--- config.mk ---
export PLATFORM = sky130hd
export DESIGN_NAME = rcadc_counters
export DESIGN_NICKNAME = d
export VERILOG_FILES = /design/src/rcadc_pkg.sv /design/src/rcadc_sync_if.sv /design/src/rcadc_counters.sv /design/src/rcadc_edge_sync.sv
export SDC_FILE = /design/constraint.sdc
export NUM_CORES = 1
export LEC_CHECK = 0
export ABC_AREA = 1
export BUFFER_PORTS_ARGS = -buffer_cell sky130_fd_sc_hd__buf_4
export CAP_MARGIN = 20
export CELL_PAD_IN_SITES_DETAIL_PLACEMENT = 0
export CELL_PAD_IN_SITES_GLOBAL_PLACEMENT = 2
export CORE_AREA = 3 3 131 133
export DETAILED_ROUTE_END_ITERATION = 7
export DIE_AREA = 0 0 134 136
export GPL_TIMING_DRIVEN = 0
export PLACE_DENSITY_LB_ADDON = 0.1
export SYNTH_ARGS = -nofsm -noshare
export SYNTH_HDL_FRONTEND = slang
export SYNTH_SLANG_ARGS = --single-unit
--- constraint.sdc ---
create_clock -name core_clk_i -period 1.4 [get_ports core_clk_i]
set_input_delay 0.07 -clock core_clk_i [delete_from_list [all_inputs] [get_ports core_clk_i]]
set_output_delay 0.07 -clock core_clk_i [all_outputs]
set_load 0.01 [all_outputs]
--- src/rcadc_pkg.sv ---
// Package of constants for the RC-oscillation ratio converter counters.
package rcadc_pkg;
	localparam int CNT_W = 24;
	localparam int MODE_W = 4;
	localparam logic [CNT_W-1:0] CNT_RESET = 24'h00_0000;
	localparam logic [MODE_W-1:0] MODE_RESET = 4'h0;
	localparam int MODE_TOP_BIT = 3;
	localparam logic [MODE_W-1:0] MODE_CH1_FIRST = 4'h5;
	localparam logic [MODE_W-1:0] MODE_EXT0 = 4'h0;
	localparam logic [MODE_W-1:0] MODE_EXT1 = 4'h7;
	localparam int CLK_PERIOD_NS = 10;
endpackage : rcadc_pkg

--- src/rcadc_sync_if.sv ---
// Interface carrying synchronised edge events from the pin synchroniser.
`timescale 1ns/1ps
interface rcadc_sync_if;
	logic base_fall;
	logic rc_rise;
	modport src (output base_fall, output rc_rise);
	modport dst (input base_fall, input rc_rise);
endinterface : rcadc_sync_if

--- src/rcadc_counters.sv ---
// Top of the RC-oscillation converter counting core.
`timescale 1ns/1ps
module rcadc_counters (
	input  wire logic                       core_clk_i,
	input  wire logic                       reset_n_i,
	input  wire logic                       base_tick_clock_i,
	input  wire logic                       rc_osc_clock_i,
	input  wire logic                       ref_counter_select_i,
	input  wire logic [rcadc_pkg::MODE_W-1:0] osc_mode_field_i,
	input  wire logic                       conv_run_set_i,
	input  wire logic                       conv_run_clear_i,
	input  wire logic                       counter_a_load_i,
	input  wire logic [rcadc_pkg::CNT_W-1:0]  counter_a_preset_i,
	input  wire logic                       counter_b_load_i,
	input  wire logic [rcadc_pkg::CNT_W-1:0]  counter_b_preset_i,
	output logic                            conv_run_bit_o,
	output logic                            gate_enable_sync_o,
	output logic                            conv_done_request_o,
	output logic [rcadc_pkg::CNT_W-1:0]       counter_a_value_o,
	output logic [rcadc_pkg::CNT_W-1:0]       counter_b_value_o,
	output logic                            osc_channel0_en_o,
	output logic                            osc_channel1_en_o,
	output logic                            mode_prohibited_o
);
	typedef struct packed {
		logic                        run;
		logic                        gate;
		logic                        irq;
		logic [rcadc_pkg::CNT_W-1:0] cnt_a;
		logic [rcadc_pkg::CNT_W-1:0] cnt_b;
		logic                        osc0;
		logic                        osc1;
		logic                        bad_mode;
		logic                        ref_sel;
	} rcadc_state_t;

	rcadc_state_t st;
	rcadc_state_t next_st;
	rcadc_sync_if ev ();

	rcadc_edge_sync u_sync (
		.core_clk_i        (core_clk_i),
		.reset_n_i         (reset_n_i),
		.base_tick_clock_i (base_tick_clock_i),
		.rc_osc_clock_i    (rc_osc_clock_i),
		.ev                (ev)
	);

	// Carry-extended sums show an overflow in the same cycle as the wrap.
	logic                        a_tick;
	logic                        b_tick;
	logic [rcadc_pkg::CNT_W:0]   a_sum;
	logic [rcadc_pkg::CNT_W:0]   b_sum;

	logic                        ovf;
	logic                        mode_bad;
	logic                        start_ok;

	// Adds one edge to a counter; the extra top bit is the carry out of the wrap.
	function automatic logic [rcadc_pkg::CNT_W:0] count_step(
		input logic [rcadc_pkg::CNT_W-1:0] value,
		input logic                        tick
	);
		logic [rcadc_pkg::CNT_W:0] wide;
		wide = {1'b0, value};
		if (tick) begin
			wide = wide + {{rcadc_pkg::CNT_W{1'b0}}, 1'b1};
		end
		return wide;
	endfunction : count_step

	// Only the carry of the reference counter may end a conversion.
	function automatic logic ref_overflow(
		input logic                      sel,
		input logic [rcadc_pkg::CNT_W:0] a_wide,
		input logic [rcadc_pkg::CNT_W:0] b_wide
	);
		logic carry;
		if (sel) begin
			carry = b_wide[rcadc_pkg::CNT_W];
		end else begin
			carry = a_wide[rcadc_pkg::CNT_W];
		end
		return carry;
	endfunction : ref_overflow

	function automatic logic mode_is_prohibited(
		input logic [rcadc_pkg::MODE_W-1:0] mode
	);
		return mode[rcadc_pkg::MODE_TOP_BIT];
	endfunction : mode_is_prohibited

	// External-clock modes feed the counter from a pin and run no on-chip oscillator.
	function automatic logic mode_is_ext(
		input logic [rcadc_pkg::MODE_W-1:0] mode
	);
		logic ext;
		ext = 1'b0;
		if (mode == rcadc_pkg::MODE_EXT0) begin
			ext = 1'b1;
		end else if (mode == rcadc_pkg::MODE_EXT1) begin
			ext = 1'b1;
		end
		return ext;
	endfunction : mode_is_ext

	function automatic logic mode_uses_ch1(
		input logic [rcadc_pkg::MODE_W-1:0] mode
	);
		return mode >= rcadc_pkg::MODE_CH1_FIRST;
	endfunction : mode_uses_ch1

	// One channel at most oscillates, so the two never disturb each other.
	function automatic logic chan_enable(
		input logic [rcadc_pkg::MODE_W-1:0] mode,
		input logic                         gate,
		input logic                         ch1
	);
		logic en;
		en = 1'b0;
		if (gate && !mode_is_ext(mode) && !mode_is_prohibited(mode)) begin
			en = (mode_uses_ch1(mode) == ch1);
		end
		return en;
	endfunction : chan_enable

	// The gate opens only on a synchronised base-clock fall while running.
	function automatic logic gate_opens(
		input logic run,
		input logic gate,
		input logic fall
	);
		return run && !gate && fall;
	endfunction : gate_opens

	// A preset is refused while running, so software cannot disturb a gate in progress.
	function automatic logic [rcadc_pkg::CNT_W-1:0] load_or_keep(
		input logic                        run,
		input logic                        load,
		input logic [rcadc_pkg::CNT_W-1:0] preset,
		input logic [rcadc_pkg::CNT_W-1:0] kept
	);
		logic [rcadc_pkg::CNT_W-1:0] value;
		value = kept;
		if (!run && load) begin
			value = preset;
		end
		return value;
	endfunction : load_or_keep

	always_comb begin
		a_tick   = st.gate & ev.base_fall;
		b_tick   = st.gate & ev.rc_rise;
		a_sum    = count_step(st.cnt_a, a_tick);
		b_sum    = count_step(st.cnt_b, b_tick);

		ovf      = ref_overflow(st.ref_sel, a_sum, b_sum);
		mode_bad = mode_is_prohibited(osc_mode_field_i);
		start_ok = conv_run_set_i && !st.run && !mode_bad;

		next_st          = st;
		next_st.irq      = 1'b0;
		next_st.bad_mode = mode_bad;

		// Counter values wrap to zero on overflow, so the reference counter reads zero when the conversion ends.
		next_st.cnt_a    = a_sum[rcadc_pkg::CNT_W-1:0];
		next_st.cnt_b    = b_sum[rcadc_pkg::CNT_W-1:0];

		if (gate_opens(st.run, st.gate, ev.base_fall)) begin
			next_st.gate = 1'b1;
		end

		// Overflow outranks a software stop, and a stop outranks a start.
		if (st.gate && ovf) begin
			next_st.run  = 1'b0;
			next_st.gate = 1'b0;
			next_st.irq  = 1'b1;
		end else if (conv_run_clear_i) begin
			next_st.run  = 1'b0;
			next_st.gate = 1'b0;
		end else if (start_ok) begin
			next_st.run  = 1'b1;
			// The reference is latched at start so a late write cannot move the stop.
			next_st.ref_sel = ref_counter_select_i;
		end

		next_st.cnt_a = load_or_keep(st.run, counter_a_load_i,
		                             counter_a_preset_i, next_st.cnt_a);
		next_st.cnt_b = load_or_keep(st.run, counter_b_load_i,
		                             counter_b_preset_i, next_st.cnt_b);

		next_st.osc0 = chan_enable(osc_mode_field_i, next_st.gate, 1'b0);
		next_st.osc1 = chan_enable(osc_mode_field_i, next_st.gate, 1'b1);
	end

	always_ff @(posedge core_clk_i or negedge reset_n_i) begin
		if (!reset_n_i) begin
			st.run      <= 1'b0;
			st.gate     <= 1'b0;
			st.irq      <= 1'b0;
			st.cnt_a    <= rcadc_pkg::CNT_RESET;
			st.cnt_b    <= rcadc_pkg::CNT_RESET;
			st.osc0     <= 1'b0;
			st.osc1     <= 1'b0;
			st.bad_mode <= 1'b0;
			st.ref_sel  <= 1'b0;
		end else begin
			st <= next_st;
		end
	end

	// Every output is a register bit, so no decode glitch reaches the pins.
	assign conv_run_bit_o      = st.run;
	assign gate_enable_sync_o  = st.gate;
	assign conv_done_request_o = st.irq;

	assign counter_a_value_o   = st.cnt_a;
	assign counter_b_value_o   = st.cnt_b;

	assign osc_channel0_en_o   = st.osc0;
	assign osc_channel1_en_o   = st.osc1;
	assign mode_prohibited_o   = st.bad_mode;
endmodule : rcadc_counters

--- src/rcadc_edge_sync.sv ---
// Three-flop synchronisers and edge detection for the two external clocks.
`timescale 1ns/1ps
module rcadc_edge_sync (
	input  wire logic  core_clk_i,
	input  wire logic  reset_n_i,
	input  wire logic  base_tick_clock_i,
	input  wire logic  rc_osc_clock_i,
	rcadc_sync_if.src  ev
);
	typedef struct packed {
		logic [2:0] base;
		logic [2:0] rc;
		logic       base_lvl;
		logic       rc_lvl;
		logic       base_fall;
		logic       rc_rise;
	} rcadc_sync_state_t;

	rcadc_sync_state_t st;
	rcadc_sync_state_t next_st;

	// A change counts once the second and third stages agree; the first feeds only the second.
	always_comb begin
		next_st           = st;
		next_st.base      = {st.base[1:0], base_tick_clock_i};
		next_st.rc        = {st.rc[1:0], rc_osc_clock_i};
		next_st.base_lvl  = (st.base[1] == st.base[2]) ? st.base[2] : st.base_lvl;
		next_st.rc_lvl    = (st.rc[1] == st.rc[2]) ? st.rc[2] : st.rc_lvl;
		next_st.base_fall = st.base_lvl & ~st.base[1] & ~st.base[2];
		next_st.rc_rise   = ~st.rc_lvl & st.rc[1] & st.rc[2];
	end

	always_ff @(posedge core_clk_i or negedge reset_n_i) begin
		if (!reset_n_i) begin
			st <= '0;
		end else begin
			st <= next_st;
		end
	end

	assign ev.base_fall = st.base_fall;
	assign ev.rc_rise   = st.rc_rise;
endmodule : rcadc_edge_sync

==> parameters.txt, run 1 <==
Parameter                              Value

Floorplan
  Die width    around 130 µm
  Total Die Area    0.01822 mm²
  Effective utilization at floorplan    a little over a quarter
  Vert. Die Dim    around 140 µm
  Placeable Area    0.01594 mm²
  I/O pins    115
  Placement row count    46

Finish
  Multi-input gate area in the final layout    0.002281 mm²
  Proportion of layout cells with a drive suffix above 1    between 40% and 50%
  Number of antenna cells inserted    0
  Non-filler instance count after layout    1019
  Final #Nets    862
  Count of filler cells inserted in the layout    ~1600
  End-of-flow core utilization    44.02%
  Layout overhead on the synthesized area    67.43%
  Area occupied by registers    0.001650 mm²

STA
  Final critical-path setup slack    -0.1792 ns
  Final Setup Violations    27
  Slew Viols, Final    0
  Count of final hold-check violations    0
  Post-layout minimum cycle time    1.579 ns
  Unrepaired setup endpoints after global routing    yes
  Final worst clock skew    0.004496 ns
  Part of the cycle the worst path needs    112.8%
  Slew HR    39.68%
  Maximum achievable frequency    633.2 MHz
  Slew at the pin with the worst max-slew slack    0.9048 ns

Min path
  Worst hold path class    primary input to flip-flop
  WHS Path Cells    3

Clock network
  TritonCTS buffer count    9
  Clock sink total    between 60 and 70
  CTS H-tree lvls    3
  Clk_lat worst skew    around 0.34 ns
  CTS tree    built
  Clock-pin slew on the worst setup and hold paths    0.06 ns
  Buffer type at the clock tree root    clkbuf_16
  Number of buffers on the longest clock path    2

Global route
  Global Route met3 Usage    3.516%
  Number of global-route vias before repair    4392
  First-pass GRT wire length    ~22000 µm
  Gr busiest metal    met2
  Global routing usage summed across all routing layers    between 15 and 20%
  Maximum number of pins on one net before global-route repair    66
  Number of antenna violations at the first check in global routing    0
  Fraction of met1 tracks used by global routing    20.01%
  Remaining Overflow, GRT    0
  Met2 usage    26.45%

Critical path
  Cell type with the highest occurrence count on the critical path    nand2_2
  Worst path slowest cell    dfrtp_1
  Worst Setup Start Kind    flip-flop
  Arr. time, crit path    about 1.8 ns
  Critical path depth    10
  Worst Path Buf+Inv    1
  Number of cell instances on the worst register-to-register path    10
  Kind of end point of the critical path    flip-flop
  Family with the most delay on the worst path    simple AND/OR/NAND/NOR gates
  Critical path, cell by cell    ha_2, nand2_2, nor2_2, nand2_2, nor2_4, buf_12, nand2_4, xnor2_1, nand2_1, nand3_2
  Largest fanout of any net on the critical path    3
  Crit Path Class    flip-flop to flip-flop
  Data required time of the worst path    1.62 ns
  Slack of the worst reg-to-reg path    -0.18 ns
  Crit-path max cell delay    around 0.4 ns

Yosys
  Main combinational cell family by area after synthesis    simple AND/OR/NAND/NOR gates
  Average footprint of a synthesized cell    between 7 and 8 µm²
  Synth Area in Simple Gates    32.63%
  Net Count, Synth    between 600 and 700
  Post-synthesis instance area    between 0.004 and 0.005 mm²
  Post-synthesis async set-or-reset flop share    100.0%
  Number of enable-type register cells in the synthesized netlist    0
  Share of the synthesized area in compound gates (AO/OA/AOI/OAI)    10.30%
  Leading register cell type out of synthesis    dfrtp_1
  Synth Warn #    0
  Post-synthesis mux area share    0%
  Post-synthesis instance total    575
  Yosys top cell area share    38.81%
  Most frequent cell after synthesis    nand2_1
  Area share of xor/xnor cells in the synthesized design    2.299%
  Adder-cell share of the synthesized area    0.8358%
  Post-synthesis cell type with the largest combined area    dfrtp_1
  Number of distinct library cells after synthesis    35
  Cells taking the most area after synthesis    dfrtp_1 39%, nand2_1 15%, buf_4 8.6%
  Number of synthesized register bits    65
  Cell types with the highest counts after synthesis    169 x nand2_1, 65 x dfrtp_1, 58 x inv_1, 50 x nand3_1, 48 x buf_4
  Share of synthesized area occupied by flip-flops and latches    38.81%

Placement
  Worst slack after detailed placement    -0.3161 ns
  PortBufs    114
  Cell Count Post-Placement    ~910
  Final estimated routing congestion in global placement    between 0.8 and 0.9
  Placed wire-length estimate    9904 µm

Power and ir drop
  Peak VDD IR    0.0005629 V
  PnR Total Power    7705 µW
  Pwr per Cell Area    approximately 1100 mW/mm²
  Static Leakage    0.003348 µW

Drt
  Vias post-DR    4416
  Number of iterations in the first detailed-routing pass    4
  DRT iter0 DRCs    189
  Number of nets with antenna violations after detailed routing    0
  Total detailed-routing wirelength    14020 µm
  Average routed wire per standard cell    approximately 14 µm
  Via count normalized by instance count    around 4.3
  DRC violations left    0

Outcome
  Failing checks    negative setup slack
  Outcome    finished, violations left

Run
  Max-cap violations    0
-- final cells by class --
type | instances | share of cell area [%]
Timing Repair Buffer | 213 | 25.42
Tap cell | 216 | 3.851
Clock inverter | 5 | 1.819
Inverter | 62 | 3.459
Buffer | 56 | 6.026
Sequential cell | 65 | 23.52
Clock buffer | 10 | 3.405
Multi-Input combinational cell | 392 | 32.50
-- per-layer routing --
layer	share of wire (%)	routed length, µm
met1	45	6284
met2	50	6969
met3	4.1	581
met4	1.3	181
met5	0	0
-- worst reg2reg max path, stage by stage, from the launching register on --
cell and delay (ns):
dfrtp_1 0.39, ha_2 0.21, nand2_2 0.07, nor2_2 0.10, nand2_2 0.11, nor2_4 0.16
buf_12 0.12, nand2_4 0.05, xnor2_1 0.12, nand2_1 0.07, nand3_2 0.05
-- final timing paths --
path                                            from                     to
worst min-delay path                  conv_run_set_i         conv_run_bit_o
worst min register to register     u_sync.next_st[8]      u_sync.next_st[9]
max in group asynchronous                  reset_n_i  counter_a_value_o[11]
worst max register to register  counter_a_value_o[1]  counter_a_value_o[18]
worst max-delay path            counter_a_value_o[1]  counter_a_value_o[18]
min in group asynchronous                  reset_n_i   counter_b_value_o[8]
-- sequential cells by signal, indices dropped and copies added (netlist names), 4 cells and up --
register	flops
u_sync.next_st	4
counter_a_value_o	24
counter_b_value_o	24
u_sync.st	4
-- report_power, final --
part	internal, µW	total [µW]	switching (µW)
sequential	2160	2530	366
clock	1960	2840	880
combinational	1240	2340	1090
total	5370	7700	2340
-- cells in the final DEF (no fill, tap or decap), types with 10 or more instances in the layout --
| cell type | netlist | routed |
|---|---|---|
| buf_4 | 48 | 198 |
| nand2_1 | 169 | 153 |
| dlygate4sd3_1 | 0 | 51 |
| inv_1 | 58 | 48 |
| dfrtp_1 | 65 | 46 |
| nor2_1 | 47 | 40 |
| nand3_1 | 50 | 38 |
| nand2_2 | 10 | 20 |
| nor2_4 | 7 | 19 |
| dfrtp_2 | 0 | 19 |
| buf_6 | 1 | 14 |
| o211ai_1 | 14 | 14 |
| a21oi_1 | 19 | 13 |
| inv_2 | 4 | 10 |
| o21ai_1 | 4 | 10 |
-- timing repair --
action / in CTS / in global routing
pin swaps: 24 / 41
endpoints found under the hold margin: 115 / 0
buffers inserted: 28 / 24
endpoints found under the setup margin: 49 / 49
gates resized for setup: 65 / 83
hold buffers: 51 / 0
-- cell families (layout without fill, tap and decap cells) --
family,after synthesis,count (layout)
and+or+nand+nor,307,307
adders and majority gates,3,3
DFF,65,65
xor gates and xnor gates,11,11
AOI/OAI and AO/OA,71,71
buffers and inverters,118,346
-- per-stage QoR --
| step | hold WS [ns] | area, µm² | TNS (ns) |
|---|---|---|---|
| after floorplan | -0.2256 | 4214 | -0.02027 |
| after global routing | 0.04511 | 7018 | -5.989 |
| final | 0.02679 | 7018 | -2.442 |
| after CTS | 0.01156 | 6631 | -2.497 |
| after detailed placement | 0.1806 | 5340 | -8.653 |
| after global placement | 0.1798 | 5340 | -8.885 |
(Power assumes the default switching activity.)
==> inputs of run 2 (changes only) <==
CTS_CLUSTER_SIZE = 25   (was not set)
SETUP_SLACK_MARGIN = 0.5   (was not set)
==> parameters.txt, run 2 (same netlist as run 1, synthesis figures left out) <==
Parameter                              Value

Finish
  Leading cell type in the layout, fill and taps excluded    nand2_1
  Number of antenna cells inserted    0 (unchanged)
  Cell area after layout    0.008071 mm² (+15%)
  Proportion of layout cells with a drive suffix above 1    52.06% (+8.1 points)
  Final #Nets    909 (+5.5%)
  Layout overhead on the synthesized area    92.57%
  Non-filler instance count after layout    1067 (+4.7%)
  Most frequent cells in the layout    135 x nand2_1, 131 x buf_6, 124 x buf_4

Global route
  First-pass GRT wire length    23230 µm (+3.7%)
  Global routing usage summed across all routing layers    16.15% (+0.62 points)
  Number of antenna violations at the first check in global routing    0 (unchanged)
  Remaining Overflow, GRT    0 (unchanged)
  Maximum number of pins on one net before global-route repair    66 (unchanged)
  Global Route met3 Usage    3.183% (-0.33 points)
  Gr busiest metal    met2
  Fraction of met1 tracks used by global routing    18.69% (-1.3 points)
  Met2 usage    30.26% (+3.8 points)
  Number of global-route vias before repair    4599 (+4.7%)

STA
  Count of final hold-check violations    65 (+65)
  Part of the cycle the worst path needs    108.4% (-4.4 points)
  Slew Viols, Final    0 (unchanged)
  Slew HR    40.07% (+0.39 points)
  Final worst clock skew    0.01138 ns (+0.006886 ns)
  Setup TNS    -1.356 ns (+1.086 ns)
  Slew at the pin with the worst max-slew slack    0.8990 ns (-0.005830 ns)
  Post-layout minimum cycle time    1.517 ns (-0.06195 ns)
  Fin Hold WS    -0.1701 ns (-0.1969 ns)
  Final Setup Violations    25 (-7.4%)
  Unrepaired setup endpoints after global routing    yes
  Final critical-path setup slack    -0.1173 ns (+0.06195 ns)
  Maximum achievable frequency    659.1 MHz (+4.1%)

Power and ir drop
  Peak VDD IR    0.0006135 V (+9.0%)
  Pwr per Cell Area    1032 mW/mm² (-6.0%)
  Internal    5687 µW (+6.0%)
  Psw    2640 µW (+13%)
  Static Leakage    0.003839 µW (+15%)
  Combinational cell fraction of total power    38.3% (+8.0 points)
  Sequential Power Share    30.7% (-2.1 points)
  Switching part of the total power    31.70% (+1.4 points)
  Clock power share    31.0% (-5.8 points)

Outcome
  Failing checks    negative hold slack, negative setup slack
  Outcome    finished, violations left

Clock network
  Clk_lat worst skew    0.35 ns (about the same)
  Clock sink total    65 (unchanged)
  Number of buffers on the longest clock path    2 (unchanged)
  CTS tree    built
  Buffer type at the clock tree root    clkbuf_16
  TritonCTS buffer count    9 (unchanged)
  CTS H-tree lvls    3 (unchanged)
  Clock-pin slew on the worst setup and hold paths    0.07 ns (about the same)

Drt
  Number of nets with antenna violations after detailed routing    0 (unchanged)
  Vias post-DR    4678 (+5.9%)
  DRT iter0 DRCs    191 (+1.1%)
  DRC violations left    0 (unchanged)
  Number of iterations in the first detailed-routing pass    4 (unchanged)
  Via count normalized by instance count    4.384 (+1.2%)
  Average routed wire per standard cell    14.39 µm (+4.6%)
  Total detailed-routing wirelength    15350 µm (+9.5%)

Floorplan
  Die width    134 µm (unchanged)
  I/O pins    115 (unchanged)
  Total Die Area    0.01822 mm² (unchanged)
  Placeable Area    0.01594 mm² (unchanged)
  Effective utilization at floorplan    26.29% (unchanged)
  Vert. Die Dim    136 µm (unchanged)
  Placement row count    46 (unchanged)

Critical path
  Worst Setup Start Kind    flip-flop
  Kind of end point of the critical path    flip-flop
  Data required time of the worst path    1.63 ns (about the same)
  Arr. time, crit path    1.75 ns (-0.05 ns)
  Crit Path Class    flip-flop to flip-flop
  Slack of the worst reg-to-reg path    -0.12 ns (+0.06 ns)
  Largest fanout of any net on the critical path    5 (+2)

Placement
  Post-placement cell area    0.005431 mm² (+1.7%)
  Final estimated routing congestion in global placement    0.7819 (-2.9%)
  PortBufs    114 (unchanged)
  Placed wire-length estimate    9875 µm (-0.29%)
  Cell Count Post-Placement    905 (unchanged)

Min path
  Worst hold path class    primary input to asynchronous set/reset pin

Run
  Max-cap violations    0 (unchanged)
-- run 2: cell count changes in the layout (fill, tap and decap cells not counted), moves of 4 or more --
| cell | delta |
|---|---|
| buf_8 | +4 |
| nand2_4 | +11 |
| nor2_1 | -6 |
| clkbuf_16 | +4 |
| buf_6 | +117 |
| dfrtp_2 | +10 |
| dfrtp_1 | -10 |
| nand2_1 | -18 |
| buf_4 | -74 |
| inv_1 | -4 |
| nor2_2 | +5 |
| nand2_2 | +8 |
-- run 2: through the flow --
| step | setup slack (ns) | power, µW | util, % | hold WS [ns] |
|---|---|---|---|---|
| 2_1_floorplan | -0.006828 | 3617 | - | -0.2256 |
| 3_3_place_gp | -0.3274 | 4464 | 34.07 | 0.1806 |
| 3_5_place_dp | -0.3263 | 4476 | 34.07 | 0.1808 |
| 4_1_cts | -0.09298 | 7842 | 44.55 | -0.1072 |
| 5_1_grt | -0.2349 | 8755 | 50.63 | -0.08942 |
| 6_report | -0.1173 | 8327 | 50.63 | -0.1701 |
-- run 2: routing by layer --
metal | vias up | share of wire [%]
li1 | 2350 | -
met1 | 2228 | 42
met2 | 83 | 53
met3 | 17 | 3.8
met4 | 0 | 1.4
met5 | - | 0
-- run 2: final timing paths --
kind,to,cells past startpoint,start
setup / recovery,gate_enable_sync_o,10,counter_a_value_o[0]
hold / removal,counter_b_value_o[6],1,reset_n_i
setup reg to reg,gate_enable_sync_o,10,counter_a_value_o[0]
hold reg to reg,u_sync.next_st[6],0,u_sync.next_st[5]
max in group asynchronous,counter_b_value_o[19],1,reset_n_i
min in group core_clk_i,conv_run_bit_o,3,conv_run_set_i
-- run 2: critical path: stages, from the launching register on --
cell     delay [ns]
dfrtp_1        0.42
ha_4           0.18
nand2_4        0.06
nor2_4         0.10
nand2_4        0.08
nor2_4         0.16
nand2_2        0.08
nand2_2        0.08
nand2_4        0.09
nand2_2        0.09
nor2_1         0.05
-- run 2: power by group through the flow --
stage	clock network [µW]	registers (µW)	logic (µW)
2_1_floorplan	0	2440	1180
3_3_place_gp	0	2550	1920
3_5_place_dp	0	2550	1930
4_1_cts	2640	2540	2660
5_1_grt	2700	2600	3450
6_report	2580	2560	3190
-- run 2: area by class of cell --
| class | count | area [µm²] |
|---|---|---|
| clock inverter | 5 | 77.57 |
| inverter | 62 | 280.3 |
| buffer | 56 | 640.6 |
| tap | 216 | 270.3 |
| clock buffer | 11 | 252.7 |
| multi-input combinational | 393 | 2426 |
| fill | 1599 | 7871 |
| timing repair buffer | 259 | 2461 |
| sequential | 65 | 1663 |
-- run 2: what timing repair did --
item,4_1_cts,5_1_grt
hold endpoints to repair,114,66
buffers inserted,42,49
hold buffers,48,1
gates cloned,1,5
gates resized for setup,147,147
setup endpoints to repair,108,108
pin swaps,19,45
